File: config.mk
export PLATFORM = sky130hd
export DESIGN_NAME = subtract_borrow_decrement_skip
export DESIGN_NICKNAME = d
export VERILOG_FILES = /design/src/logic/sbd_sub_flags.v /design/src/logic/subtract_borrow_decrement_skip.v
export VERILOG_INCLUDE_DIRS = /design/src /design/src/logic
export SDC_FILE = /design/constraint.sdc
export NUM_CORES = 1
export LEC_CHECK = 0
export BUFFER_PORTS_ARGS = -buffer_cell sky130_fd_sc_hd__buf_2
export CAP_MARGIN = 20
export CELL_PAD_IN_SITES_DETAIL_PLACEMENT = 0
export CELL_PAD_IN_SITES_GLOBAL_PLACEMENT = 1
export CORE_MARGIN = 2
export CORE_UTILIZATION = 39
export CTS_CLUSTER_DIAMETER = 200
export DETAILED_ROUTE_END_ITERATION = 10
export MAX_ROUTING_LAYER = met4
export PLACE_DENSITY = 0.81
export SYNTH_ARGS = -nofsm -noshare
export SYNTH_HDL_FRONTEND = slang
export SYNTH_SLANG_ARGS = --single-unit
File: constraint.sdc
create_clock -name I_CLOCK -period 3.9 [get_ports I_CLOCK]
set_clock_uncertainty 0.05 [all_clocks]
set_input_delay 0.78 -clock I_CLOCK [delete_from_list [all_inputs] [get_ports I_CLOCK]]
set_output_delay 0.78 -clock I_CLOCK [all_outputs]
set_load 0.02 [all_outputs]
File: src/logic/sbd_defines.vh
// Purpose: shared constants for the subtract-with-borrow / decrement-skip datapath
// Assumes: included by bare name
// Notes:   definitions only
`ifndef SBD_DEFINES_VH
`define SBD_DEFINES_VH

// ----------------------------------------------------------------------
// operation select
// ----------------------------------------------------------------------
`define SBD_OP_SUB        1'h0
`define SBD_OP_DEC        1'h1

// ----------------------------------------------------------------------
// reset values and constants
// ----------------------------------------------------------------------
`define SBD_DATA_RST      8'h00
`define SBD_ADDR_RST      8'h00
`define SBD_FLAG_RST      1'h0
`define SBD_DEC_STEP      8'h01
`define SBD_ZERO          8'h00

`endif

File: src/logic/sbd_sub_flags.v
// Purpose: combinational subtract with borrow and its six status flags
// Assumes: operands stable in the cycle they are read
// Notes:   pure logic, no state
`timescale 1ns/1ps
`default_nettype none
`include "sbd_defines.vh"

module sbd_sub_flags #(
   parameter W = 8
) (
   input  wire [W-1:0] i_acc,
   input  wire [W-1:0] i_mem,
   input  wire         i_borrow_inverse,
   input  wire         i_extended_null,
   output wire [W-1:0] o_result,
   output wire         o_signed_range,
   output wire         o_result_null,
   output wire         o_nibble_borrow,
   output wire         o_borrow_inverse,
   output wire         o_signed_result,
   output wire         o_extended_null
);

   // ----------------------------------------------------------------------
   // arithmetic
   // ----------------------------------------------------------------------
   wire [W:0] full_diff;
   wire [4:0] nib_diff;
   wire       borrow_in;

   assign borrow_in = ~i_borrow_inverse;
   assign full_diff = {1'b0, i_acc} - {1'b0, i_mem} - {{W{1'b0}}, borrow_in};
   assign nib_diff  = {1'b0, i_acc[3:0]} - {1'b0, i_mem[3:0]} - {4'h0, borrow_in};
   assign o_result  = full_diff[W-1:0];

   // ----------------------------------------------------------------------
   // flags
   // ----------------------------------------------------------------------
   assign o_borrow_inverse = ~full_diff[W];
   assign o_nibble_borrow  = ~nib_diff[4];
   assign o_signed_range   = (i_acc[W-1] ^ i_mem[W-1]) & (i_acc[W-1] ^ full_diff[W-1]);
   assign o_result_null    = (full_diff[W-1:0] == {W{1'b0}});
   assign o_signed_result  = o_signed_range ^ full_diff[W-1];
   assign o_extended_null  = o_result_null & i_extended_null;

endmodule // sbd_sub_flags
`default_nettype wire

File: src/logic/subtract_borrow_decrement_skip.v
// Purpose: execution datapath for subtract-with-borrow-to-memory and decrement-skip-if-null
// Assumes: operand and flags are valid on the same clock as I_OP_VALID
// Notes:   one request at a time; requests while busy are ignored
`timescale 1ns/1ps
`default_nettype none
`include "sbd_defines.vh"

module subtract_borrow_decrement_skip #(
   parameter W = 8
) (
   input  wire         I_CLOCK,
   input  wire         I_SYS_RST,
   input  wire         I_OP_VALID,
   input  wire         I_OP_SEL,
   input  wire [7:0]   I_ADDR,
   input  wire [W-1:0] I_MEM_RDATA,
   input  wire [W-1:0] I_WORKING_REGISTER,
   input  wire         I_BORROW_INVERSE,
   input  wire         I_EXTENDED_NULL,
   output wire         O_BUSY,
   output wire         O_DONE,
   output reg          O_MEM_WE,
   output reg  [7:0]   O_MEM_WADDR,
   output reg  [W-1:0] O_MEM_WDATA,
   output reg          O_FLAGS_WE,
   output reg          O_SIGNED_RANGE,
   output reg          O_RESULT_NULL,
   output reg          O_NIBBLE_BORROW,
   output reg          O_BORROW_INVERSE,
   output reg          O_SIGNED_RESULT,
   output reg          O_EXTENDED_NULL,
   output reg          O_SKIP_NEXT,
   output reg          O_DUMMY_CYCLE
);

   // ----------------------------------------------------------------------
   // states
   // ----------------------------------------------------------------------
   localparam [2:0] ST_IDLE  = 3'h1;
   localparam [2:0] ST_WRITE = 3'h2;
   localparam [2:0] ST_DUMMY = 3'h4;

   reg [2:0] state_q;
   reg [2:0] state_d;
   reg       dec_null_q;

   // ----------------------------------------------------------------------
   // decode
   // ----------------------------------------------------------------------
   function is_sub;
      input op_sel;
      begin
         is_sub = (op_sel == `SBD_OP_SUB);
      end
   endfunction

   // ----------------------------------------------------------------------
   // arithmetic
   // ----------------------------------------------------------------------
   wire [W-1:0] sub_result;
   wire         f_range;
   wire         f_null;
   wire         f_nibble;
   wire         f_borrow;
   wire         f_sign;
   wire         f_ext;
   wire [W-1:0] dec_result;
   wire         accept;
   wire         sub_sel;
   wire [W-1:0] wdata_d;
   wire         dec_null_d;
   wire         skip_d;

   sbd_sub_flags #(
      .W (W)
   ) u_sub (
      .i_acc            (I_WORKING_REGISTER),
      .i_mem            (I_MEM_RDATA),
      .i_borrow_inverse (I_BORROW_INVERSE),
      .i_extended_null  (I_EXTENDED_NULL),
      .o_result         (sub_result),
      .o_signed_range   (f_range),
      .o_result_null    (f_null),
      .o_nibble_borrow  (f_nibble),
      .o_borrow_inverse (f_borrow),
      .o_signed_result  (f_sign),
      .o_extended_null  (f_ext)
   );

   assign dec_result = I_MEM_RDATA - `SBD_DEC_STEP;
   assign accept     = I_OP_VALID & state_q[0];
   assign O_BUSY     = ~state_q[0];
   assign O_DONE     = (state_q[1] & ~dec_null_q) | state_q[2];
   assign sub_sel    = is_sub(I_OP_SEL);
   assign wdata_d    = sub_sel ? sub_result : dec_result;
   assign dec_null_d = (dec_result == `SBD_ZERO);
   assign skip_d     = state_q[1] & dec_null_q;

   // ----------------------------------------------------------------------
   // sequencing
   // ----------------------------------------------------------------------
   always @* begin
      state_d = state_q;
      case (state_q)
         ST_IDLE: begin
            if (accept) begin
               state_d = ST_WRITE;
            end
         end
         ST_WRITE: begin
            if (dec_null_q) begin
               state_d = ST_DUMMY;
            end else begin
               state_d = ST_IDLE;
            end
         end
         ST_DUMMY: begin
            state_d = ST_IDLE;
         end
         default: begin
            state_d = ST_IDLE;
         end
      endcase
   end

   always @(posedge I_CLOCK) begin
      if (I_SYS_RST) begin
         state_q    <= ST_IDLE;
         dec_null_q <= `SBD_FLAG_RST;
      end else begin
         state_q <= state_d;
         if (accept) begin
            dec_null_q <= sub_sel ? `SBD_FLAG_RST : dec_null_d;
         end else if (state_q[2]) begin
            dec_null_q <= `SBD_FLAG_RST;
         end
      end
   end

   // ----------------------------------------------------------------------
   // skip signalling
   // ----------------------------------------------------------------------
   always @(posedge I_CLOCK) begin
      if (I_SYS_RST) begin
         O_SKIP_NEXT   <= `SBD_FLAG_RST;
         O_DUMMY_CYCLE <= `SBD_FLAG_RST;
      end else begin
         O_SKIP_NEXT   <= skip_d;
         O_DUMMY_CYCLE <= skip_d;
      end
   end

   // ----------------------------------------------------------------------
   // memory write port
   // ----------------------------------------------------------------------
   always @(posedge I_CLOCK) begin
      if (I_SYS_RST) begin
         O_MEM_WE    <= `SBD_FLAG_RST;
         O_MEM_WADDR <= `SBD_ADDR_RST;
         O_MEM_WDATA <= `SBD_DATA_RST;
      end else begin
         O_MEM_WE <= accept;
         if (accept) begin
            O_MEM_WADDR <= I_ADDR;
            O_MEM_WDATA <= wdata_d;
         end
      end
   end

   // ----------------------------------------------------------------------
   // status flags
   // ----------------------------------------------------------------------
   always @(posedge I_CLOCK) begin
      if (I_SYS_RST) begin
         O_FLAGS_WE       <= `SBD_FLAG_RST;
         O_SIGNED_RANGE   <= `SBD_FLAG_RST;
         O_RESULT_NULL    <= `SBD_FLAG_RST;
         O_NIBBLE_BORROW  <= `SBD_FLAG_RST;
         O_BORROW_INVERSE <= `SBD_FLAG_RST;
         O_SIGNED_RESULT  <= `SBD_FLAG_RST;
         O_EXTENDED_NULL  <= `SBD_FLAG_RST;
      end else begin
         O_FLAGS_WE <= accept & sub_sel;
         if (accept & sub_sel) begin
            O_SIGNED_RANGE   <= f_range;
            O_RESULT_NULL    <= f_null;
            O_NIBBLE_BORROW  <= f_nibble;
            O_BORROW_INVERSE <= f_borrow;
            O_SIGNED_RESULT  <= f_sign;
            O_EXTENDED_NULL  <= f_ext;
         end
      end
   end

endmodule // subtract_borrow_decrement_skip
`default_nettype wire

==> flow_summary.ini, run 1 <==
[run_status]
status = finished clean

[logic_synthesis]
synth_cells = 240
synth_flop_cell = dfxtp_1
synth_nets = 288
synth.most_common_cell = nand2_1
synth.cell_area_um2 = 1876
ys.warnings.count = 0
synth_area_leader_cell = dfxtp_1
ys_top_cells_by_count = nand2_1, inv_1, dfxtp_1
ys_ff_latch = 29
synth-seq-area-share_pct = 30.95
yosysUniqueCellTypes = 42
async_flop_share_pct = 0
syn_area_per_cell_um2 = 7.815
yosysTopAreaCellShare_pct = 30.95
synth-edff-count = 0
synth_area_leaders = dfxtp_1, ha_1, nand2_1

[global_route]
grt_pass1_wl_um = 7058
grt_pass1_vias = 1548
antenna_found_initial = 0
grt-ovfl-total = 0
grt_util_all_layers_pct = 17.63
grt_max_degree = 31

[clocking]
cts-hold-fix-buffers = 0
clkSinkCount = 29
cts_max_level = 2
root_buffer = clkbuf_8
cts_buffers = 5
clkLatencyLatePin_ns = 0.28
path_clk_slew_ns = 0.06
cts_resized = 0
clk_path_buf_depth = 2
post_cts_buffers = 0
cts_tree = yes

[sta]
tightest_slew_ns = 0.6003
post-route-period-util_pct = 73.92
hold_viol_final = 0
max_freq_mhz = 346.9
slew_violations = 0
fin_setup_tns_ns = 0
setup_viol = 0
rsz0062_at_grt = no
min_period_ns = 2.883
timing.slew.headroom_pct = 59.88

[finish]
diodes = 0
nets = 343
area_delta_synth_final_pct = 22.35
fillers = 471
drive_gt1_share_pct = 24.32
regArea_um2 = 580.6
multi_input_area_um2 = 1140
final_util_pct = 48.91

[drt]
remaining_drc_errors = 0
wl_per_cell_um = 12.74
ant_nets = 0
drt_pass1_iterations = 4
drt_iter0_drc = 106
viasPerCell = 5.031
vias = 1761
wl_um = 4459

[min_path]
hp-class = register to register

[power]
leakage_nw = 1.111
ir_worst_vdd_v = 0.0001400
powerDensity_nw_per_um2 = 376.8
total_power_mw = 0.8647

[placed_design]
place.gp.congestion = 0.8233
numPortBuffers = 57
dpl.hpwl_um = 3460

[worst_setup_path]
endpoint_kind = register
start_kind = input pin
required_ns = 4.05
critical_path_buf_inv_count = 3
crit_type = input pin to register
slowest_delay_ns = 0.43
timing.reg2reg.setup_slack_ns = 2.11
cp_max_fo = 7
crit_path_cell_trace = buf_2, inv_1, fa_1, inv_1, fa_1, nand2b_4, a2111oi_4, nor2_1, xor2_1, a2111o_1, o31ai_2
worstPathArrival_ns = 3.03
crit_family = compound AO/OA/AOI/OAI gates
slowest_stage = a2111o_1

[floorplan]
dieArea_um2 = 5379
core_um2 = 4692
die_y_um = 73.35
io_pins = 58
rows = 25
start_util_pct = 39.97
fp.dieW_um = 73.35

[flow_run]
drv_cap = 0
area by class of cell:
type	instances	area share, %
well taps	54	2.944
clock inverters	1	0.2181
clock buffers	7	4.198
repair buffers	58	12.76
multi-input cells	171	49.67
flip-flops and latches	29	25.30
inverters	30	4.907
cells by family (layout without fill, tap and decap cells):
group	Yosys count	after routing	share of synthesized area [%]
DFF	29	29	30.95
buffers and inverters	40	96	8.272
adders and majority gates	18	18	12.81
and+or+nand+nor	86	86	21.61
xor gates and xnor gates	12	12	5.604
muxes	4	4	2.201
AOI/OAI and AO/OA	51	51	18.55
layout by cell type (no fill, tap or decap), types with 2 or more instances in the layout:
cell type | netlist | final
o211ai_1 | 4 | 4
o31ai_1 | 2 | 2
dfxtp_1 | 29 | 29
xnor2_1 | 7 | 7
o21ai_0 | 4 | 4
xor2_1 | 5 | 5
nor4_1 | 4 | 4
buf_2 | 1 | 57
a21oi_1 | 24 | 24
clkbuf_8 | 0 | 7
nor3_1 | 6 | 6
ha_1 | 16 | 16
nor2_1 | 18 | 18
inv_1 | 30 | 30
nor2b_1 | 4 | 4
nand2_1 | 36 | 36
nand3_1 | 5 | 5
a31o_2 | 2 | 2
nand2b_1 | 3 | 3
nor3b_1 | 2 | 2
mux2i_1 | 3 | 3
a211oi_1 | 6 | 6
or3_1 | 2 | 2
fa_1 | 2 | 2
routing by layer:
layer	vias to the layer above	GRT usage, %	share of wire (%)
met5	-	-	0
met4	0	6.465	0.85
met3	2	4.801	6.2
met2	60	27.73	46
met1	777	21.64	47
li1	922	-	-
flip-flops by register name, indices dropped and copies added (netlist names):
register          cells
O_EXTENDED_NULL       1
O_NIBBLE_BORROW       1
O_FLAGS_WE            1
O_RESULT_NULL         1
O_MEM_WDATA           8
O_SIGNED_RESULT       1
O_SIGNED_RANGE        1
dec_null_q            1
O_MEM_WADDR           8
O_DUMMY_CYCLE         1
state_q               3
O_BORROW_INVERSE      1
O_MEM_WE              1
report_power, final:
| group | total [mW] | switching [mW] | internal [mW] |
|---|---|---|---|
| registers | 0.324 | 0.00873 | 0.315 |
| logic | 0.272 | 0.165 | 0.106 |
| clock network | 0.269 | 0.110 | 0.159 |
path summary, 6_finish.rpt:
check,startpoint,endpoint,depth (start not counted)
worst max-delay path,I_WORKING_REGISTER[0],O_EXTENDED_NULL,11
worst min-delay path,O_MEM_WADDR[5],O_MEM_WADDR[5],2
worst min register to register,O_MEM_WADDR[5],O_MEM_WADDR[5],2
worst max register to register,state_q[0],O_SIGNED_RANGE,4
worst reg2reg max path: stages, from the launching register on:
cell	delay [ns]
dfxtp_1	0.38
nand2_1	0.38
nor2_1	0.50
nor3b_1	0.10
a311o_1	0.28
stage by stage:
stage	setup slack (ns)	instances	instance area [µm²]	hold WS (ns)
floorplan	1.008	240	1876	0.3988
finish	1.017	350	2295	0.4002
global route	0.9081	350	2295	0.4202
global placement	0.7878	342	2193	0.3892
detailed placement	0.7228	342	2193	0.3939
CTS	1.009	350	2295	0.4026
(Power assumes the default switching activity.)
==> inputs of run 2 (changes only) <==
--- a/config.mk
+++ b/config.mk
@@ -11,11 +11,11 @@
 export CELL_PAD_IN_SITES_DETAIL_PLACEMENT = 0
 export CELL_PAD_IN_SITES_GLOBAL_PLACEMENT = 1
 export CORE_MARGIN = 2
-export CORE_UTILIZATION = 39
+export CORE_UTILIZATION = 36
 export CTS_CLUSTER_DIAMETER = 200
 export DETAILED_ROUTE_END_ITERATION = 10
 export MAX_ROUTING_LAYER = met4
-export PLACE_DENSITY = 0.81
+export PLACE_DENSITY = 0.76
 export SYNTH_ARGS = -nofsm -noshare
 export SYNTH_HDL_FRONTEND = slang
 export SYNTH_SLANG_ARGS = --single-unit
==> constraint.sdc (replaced) <==
create_clock -name I_CLOCK -period 2.7 [get_ports I_CLOCK]
set_clock_uncertainty 0.05 [all_clocks]
set_input_delay 0.54 -clock I_CLOCK [delete_from_list [all_inputs] [get_ports I_CLOCK]]
set_output_delay 0.54 -clock I_CLOCK [all_outputs]
set_load 0.02 [all_outputs]
==> run 2 against run 1 <==
Clock-buffer cell count is the same. Critical endpoint unchanged. Flip-flop and latch count is the same. Utilization decreased by 0.19 points. Sequential power increased by 44%. Combinational power increased by 63%. Non-clock buffer count up 23. First-iteration DRC count down 14%. Via count up 1.5%.
==> flow_summary.ini, run 2 (synthesized netlist as in run 1, its figures left out) <==
[global_route]
grt_util_all_layers_pct = 15.98
grt_pass1_vias = 1621
grt_pass1_wl_um = 7403
grt-ovfl-total = 0
grt_max_degree = 31
antenna_found_initial = 0

[floorplan]
core_um2 = 5075
fp.dieW_um = 76.18
die_y_um = 76.18
rows = 26
start_util_pct = 36.96
dieArea_um2 = 5803
io_pins = 58

[clocking]
path_clk_slew_ns = 0.06
root_buffer = clkbuf_8
cts_max_level = 2
clkSinkCount = 29
post_cts_buffers = 0
cts_tree = yes
cts_buffers = 5
clkLatencyLatePin_ns = 0.27
clk_path_buf_depth = 2

[drt]
drt_pass1_iterations = 4
remaining_drc_errors = 0
ant_nets = 0
wl_per_cell_um = 11.28
vias = 1787
viasPerCell = 4.606
drt_iter0_drc = 91
wl_um = 4375

[worst_setup_path]
worstPathArrival_ns = 2.66
endpoint_kind = register
cp_max_fo = 4
start_kind = input pin
required_ns = 2.84
crit_type = input pin to register

[sta]
max_freq_mhz = 397.1
worst_slack_ns = 0.1820
setup_viol = 0
fin_setup_tns_ns = 0
post-route-period-util_pct = 93.26
hold_viol_final = 0
slew_violations = 0
min_period_ns = 2.518
tightest_slew_ns = 0.5246
rsz0062_at_grt = no
timing.slew.headroom_pct = 65.03
timing.hold.ws_ns = 0.3975

[power]
leakage_nw = 1.212
ir_worst_vdd_v = 0.0001967
powerDensity_nw_per_um2 = 509.5
total_power_mw = 1.260

[placed_design]
numPortBuffers = 57
pre_cts_slack_ns = -0.1992
placedInstanceArea_um2 = 2386
dpl.hpwl_um = 3537
place.gp.congestion = 0.8834

[finish]
drive_gt1_share_pct = 29.25
area_delta_synth_final_pct = 31.82
nets = 366
top_regs = O_MEM_WADDR x8, O_MEM_WDATA x8, state_q x3
fillers = 555
final_cell_mix = buf_2, nand2_1, inv_1
final_common_cell = buf_2
fin_area_um2 = 2472
diodes = 0

[run_status]
status = finished clean

[min_path]
hp-class = register to register

[flow_run]
drv_cap = 0
run 2: cell count changes in the layout (fill, tap and decap cells not counted), sizes merged:
cell / before / now
buf: 58 / 81
clkinv: 1 / 0
run 2: stage by stage:
step | cells | util (%)
floorplan | 240 | -
global placement | 381 | 47.02
detailed placement | 381 | 47.02
CTS | 388 | 48.72
global route | 388 | 48.72
finish | 388 | 48.72
run 2: worst paths after layout:
kind	slack, ns	endpoint	start	depth (start not counted)
worst min-delay path	0.40	O_BORROW_INVERSE	O_BORROW_INVERSE	2
worst min register to register	0.40	O_BORROW_INVERSE	O_BORROW_INVERSE	2
worst max-delay path	0.18	O_EXTENDED_NULL	I_MEM_RDATA[0]	10
worst max register to register	1.23	O_SIGNED_RANGE	state_q[0]	5
run 2: area by class of cell:
cell class | instances | area [µm²] | area share [%]
clock buffer | 7 | 86.33 | 3.492
multi-input combinational | 171 | 1140 | 46.10
sequential | 29 | 580.6 | 23.48
tap | 70 | 87.58 | 3.543
timing repair buffer | 81 | 465.4 | 18.83
inverter | 30 | 112.6 | 4.555
run 2: worst max-delay path, stage by stage:
cell and delay [ns]:
buf_2 0.12, fa_1 0.55, inv_1 0.05, ha_1 0.18, o21ai_1 0.19, a21oi_1 0.11
mux2_2 0.24, nand2_1 0.10, a2111o_1 0.40, o31ai_2 0.17
run 2: power breakdown:
part,total (mW),leakage (nW),switching [mW],internal [mW]
sequential,0.468,0.238,0.0128,0.455
combinational,0.443,0.930,0.244,0.199
clock,0.348,0.0443,0.147,0.202
run 2: per-layer routing:
layer	GRT usage (%)	vias to the layer above	wire, µm
met5	-	-	0
met4	5.455	0	70
met3	3.199	6	175
met2	25.36	46	1918
li1	-	969	-
met1	20.44	766	2211
run 2: what timing repair did:
item,4_1_cts,5_1_grt
endpoints found under the setup margin,0,2
hold buffers,0,0
resized for setup,0,1
==> inputs of run 3 (changes only) <==
--- a/config.mk
+++ b/config.mk
@@ -15,7 +15,8 @@
 export CTS_CLUSTER_DIAMETER = 200
 export DETAILED_ROUTE_END_ITERATION = 10
 export MAX_ROUTING_LAYER = met4
-export PLACE_DENSITY = 0.76
+export PLACE_DENSITY = 0.75
 export SYNTH_ARGS = -nofsm -noshare
 export SYNTH_HDL_FRONTEND = slang
+export SYNTH_HIERARCHICAL = 1
 export SYNTH_SLANG_ARGS = --single-unit
==> run 3 against run 2 <==
Flip-flop and latch count unchanged. Final cell count shrank 4.4%. Power down 1.5%. Utilization is 1.1 points lower. Largest power group unchanged. Clock power hardly changed. Die area down 1.2%. Highest routed layer unchanged. Global-route usage is essentially flat. Largest cell class unchanged. Critical path depth is the same.
==> flow_summary.ini, run 3 <==
[run_status]
status = finished clean

[global_route]
grt_pass1_wl_um = 6803
antenna_found_initial = 0
grt_max_degree = 29
grt_util_all_layers_pct = 16.00
grt-ovfl-total = 0
grt_pass1_vias = 1557

[clocking]
cts_max_level = 2
clk_path_buf_depth = 2
clkSinkCount = 29
cts_tree = yes
root_buffer = clkbuf_8
cts_buffers = 5
path_clk_slew_ns = 0.05
clkLatencyLatePin_ns = 0.27

[worst_setup_path]
crit_family = adder cells
endpoint_kind = register
slowest_stage = fa_2
crit_path_cell_trace = buf_2, inv_1, fa_1, fa_2, inv_1, nor3_2, or3b_4, nor4b_2, nand2_1, a21oi_2
cp_max_fo = 2
worstPathArrival_ns = 2.72
critical_path_buf_inv_count = 3
cp_common_cell = inv_1
start_kind = input pin
slowest_delay_ns = 0.53
required_ns = 2.86
crit_type = input pin to register

[floorplan]
io_pins = 58
die_y_um = 75.72
rows = 26
start_util_pct = 36.72
fp.dieW_um = 75.72
dieArea_um2 = 5734
core_um2 = 5042

[sta]
worst_slack_ns = 0.1438
rsz0062_at_grt = no
slew_violations = 0
tightest_slew_ns = 0.6068
setup_viol = 0
timing.slew.headroom_pct = 59.55
timing.hold.ws_ns = 0.3984
max_freq_mhz = 391.2
min_period_ns = 2.556
hold_viol_final = 0
post-route-period-util_pct = 94.67

[logic_synthesis]
synth-seq-area-share_pct = 31.35
synth_flop_cell = dfxtp_1
syn_area_per_cell_um2 = 8.016
yosysTopAreaCellShare_pct = 31.35
synth_area_leaders = dfxtp_1, ha_1, nand2_1
ys_top_cells_by_count = nand2_1, inv_1, dfxtp_1
ys.warnings.count = 6
yosysUniqueCellTypes = 48
synth_cells = 231
synth.most_common_cell = nand2_1
synth-edff-count = 0
synth_nets = 279
synth.cell_area_um2 = 1852
async_flop_share_pct = 0
ys_ff_latch = 29
synth_area_leader_cell = dfxtp_1

[drt]
viasPerCell = 4.628
wl_um = 4144
remaining_drc_errors = 0
wl_per_cell_um = 11.17
vias = 1717
ant_nets = 0
drt_pass1_iterations = 4
drt_iter0_drc = 78

[flow_run]
drv_cap = 0

[power]
switching_share_pct = 31.26
powerDensity_nw_per_um2 = 516.5
power.switching_mw = 0.3880
leakage_nw = 1.189
power_frac_seq_pct = 37.7
combPwrFrac_pct = 34.5
p_int_mw = 0.8533
p_clk_share_pct = 27.8
ir_worst_vdd_v = 0.0001692

[placed_design]
dpl.hpwl_um = 3361
pre_cts_slack_ns = -0.1763
placedInstanceArea_um2 = 2298
place.gp.congestion = 0.9308
numPortBuffers = 57

[finish]
final_cell_mix = buf_2, nand2_1, inv_1
final_common_cell = buf_2
top_regs = O_MEM_WADDR x8, O_MEM_WDATA x8, state_q x3
diodes = 0
fin_area_um2 = 2404
fillers = 521
nets = 349
final_util_pct = 47.67
area_delta_synth_final_pct = 29.80
drive_gt1_share_pct = 31.89

[min_path]
hp-class = register to register
[run 3: cell families (layout without fill, tap and decap cells)]
group,after synthesis,count (layout),synth area share [%]
xor gates and xnor gates,11,11,5.609
muxes,3,3,1.892
and+or+nand+nor,79,79,21.62
AOI/OAI and AO/OA,49,49,17.84
adders and majority gates,18,18,12.97
buffers and inverters,42,112,8.716
DFF,29,29,31.35
[run 3: repair_timing]
item                                    4_1_cts  5_1_grt
resized for setup                             0        3
endpoints found under the setup margin        0        1
hold buffers                                  0        0
buffers inserted                              0        1
hold endpoints to repair                      0        0
[run 3: worst paths after layout]
kind,startpoint,endpoint,slack [ns],depth (start not counted)
max,I_WORKING_REGISTER[0],O_EXTENDED_NULL,0.14,10
min,O_BORROW_INVERSE,O_BORROW_INVERSE,0.40,2
max reg2reg,state_q[0],O_MEM_WDATA[7],1.10,4
min reg2reg,O_BORROW_INVERSE,O_BORROW_INVERSE,0.40,2
[run 3: area by class of cell]
| type | count | area, µm² | share of cell area (%) |
|---|---|---|---|
| clock buffer | 7 | 86.33 | 3.592 |
| inverter | 33 | 123.9 | 5.154 |
| multi-input combinational | 160 | 1127 | 46.90 |
| sequential | 29 | 580.6 | 24.15 |
| tap | 70 | 87.58 | 3.644 |
| timing repair buffer | 72 | 397.9 | 16.55 |
[run 3: stage by stage]
stage               std cells  total power [mW]  TNS, ns
floorplan                 231            0.7531        0
global placement          363            0.8979  -0.4055
detailed placement        363            0.9025  -0.4665
CTS                       370             1.252        0
global route              371             1.339        0
finish                    371             1.241        0
[run 3: power groups by stage]
stage               clock, mW  sequential (mW)  combinational (mW)
finish                  0.345            0.468               0.428
global route            0.387            0.472               0.480
CTS                     0.358            0.469               0.425
detailed placement          0            0.478               0.425
global placement            0            0.476               0.422
floorplan                   0            0.508               0.246
[run 3: worst register-to-register path, stage by stage, from the launching register on]
cell and delay, ns:
dfxtp_1 0.38, and2_1 0.54, o21ai_0 0.18, a31o_2 0.26, a21oi_1 0.12
[run 3: routing by layer]
metal	global-route usage (%)	share of wire, %	up-vias
met5	-	0	-
met2	24.54	44	54
li1	-	-	913
met1	20.56	49	743
met4	7.602	2.0	0
met3	2.513	5.2	7
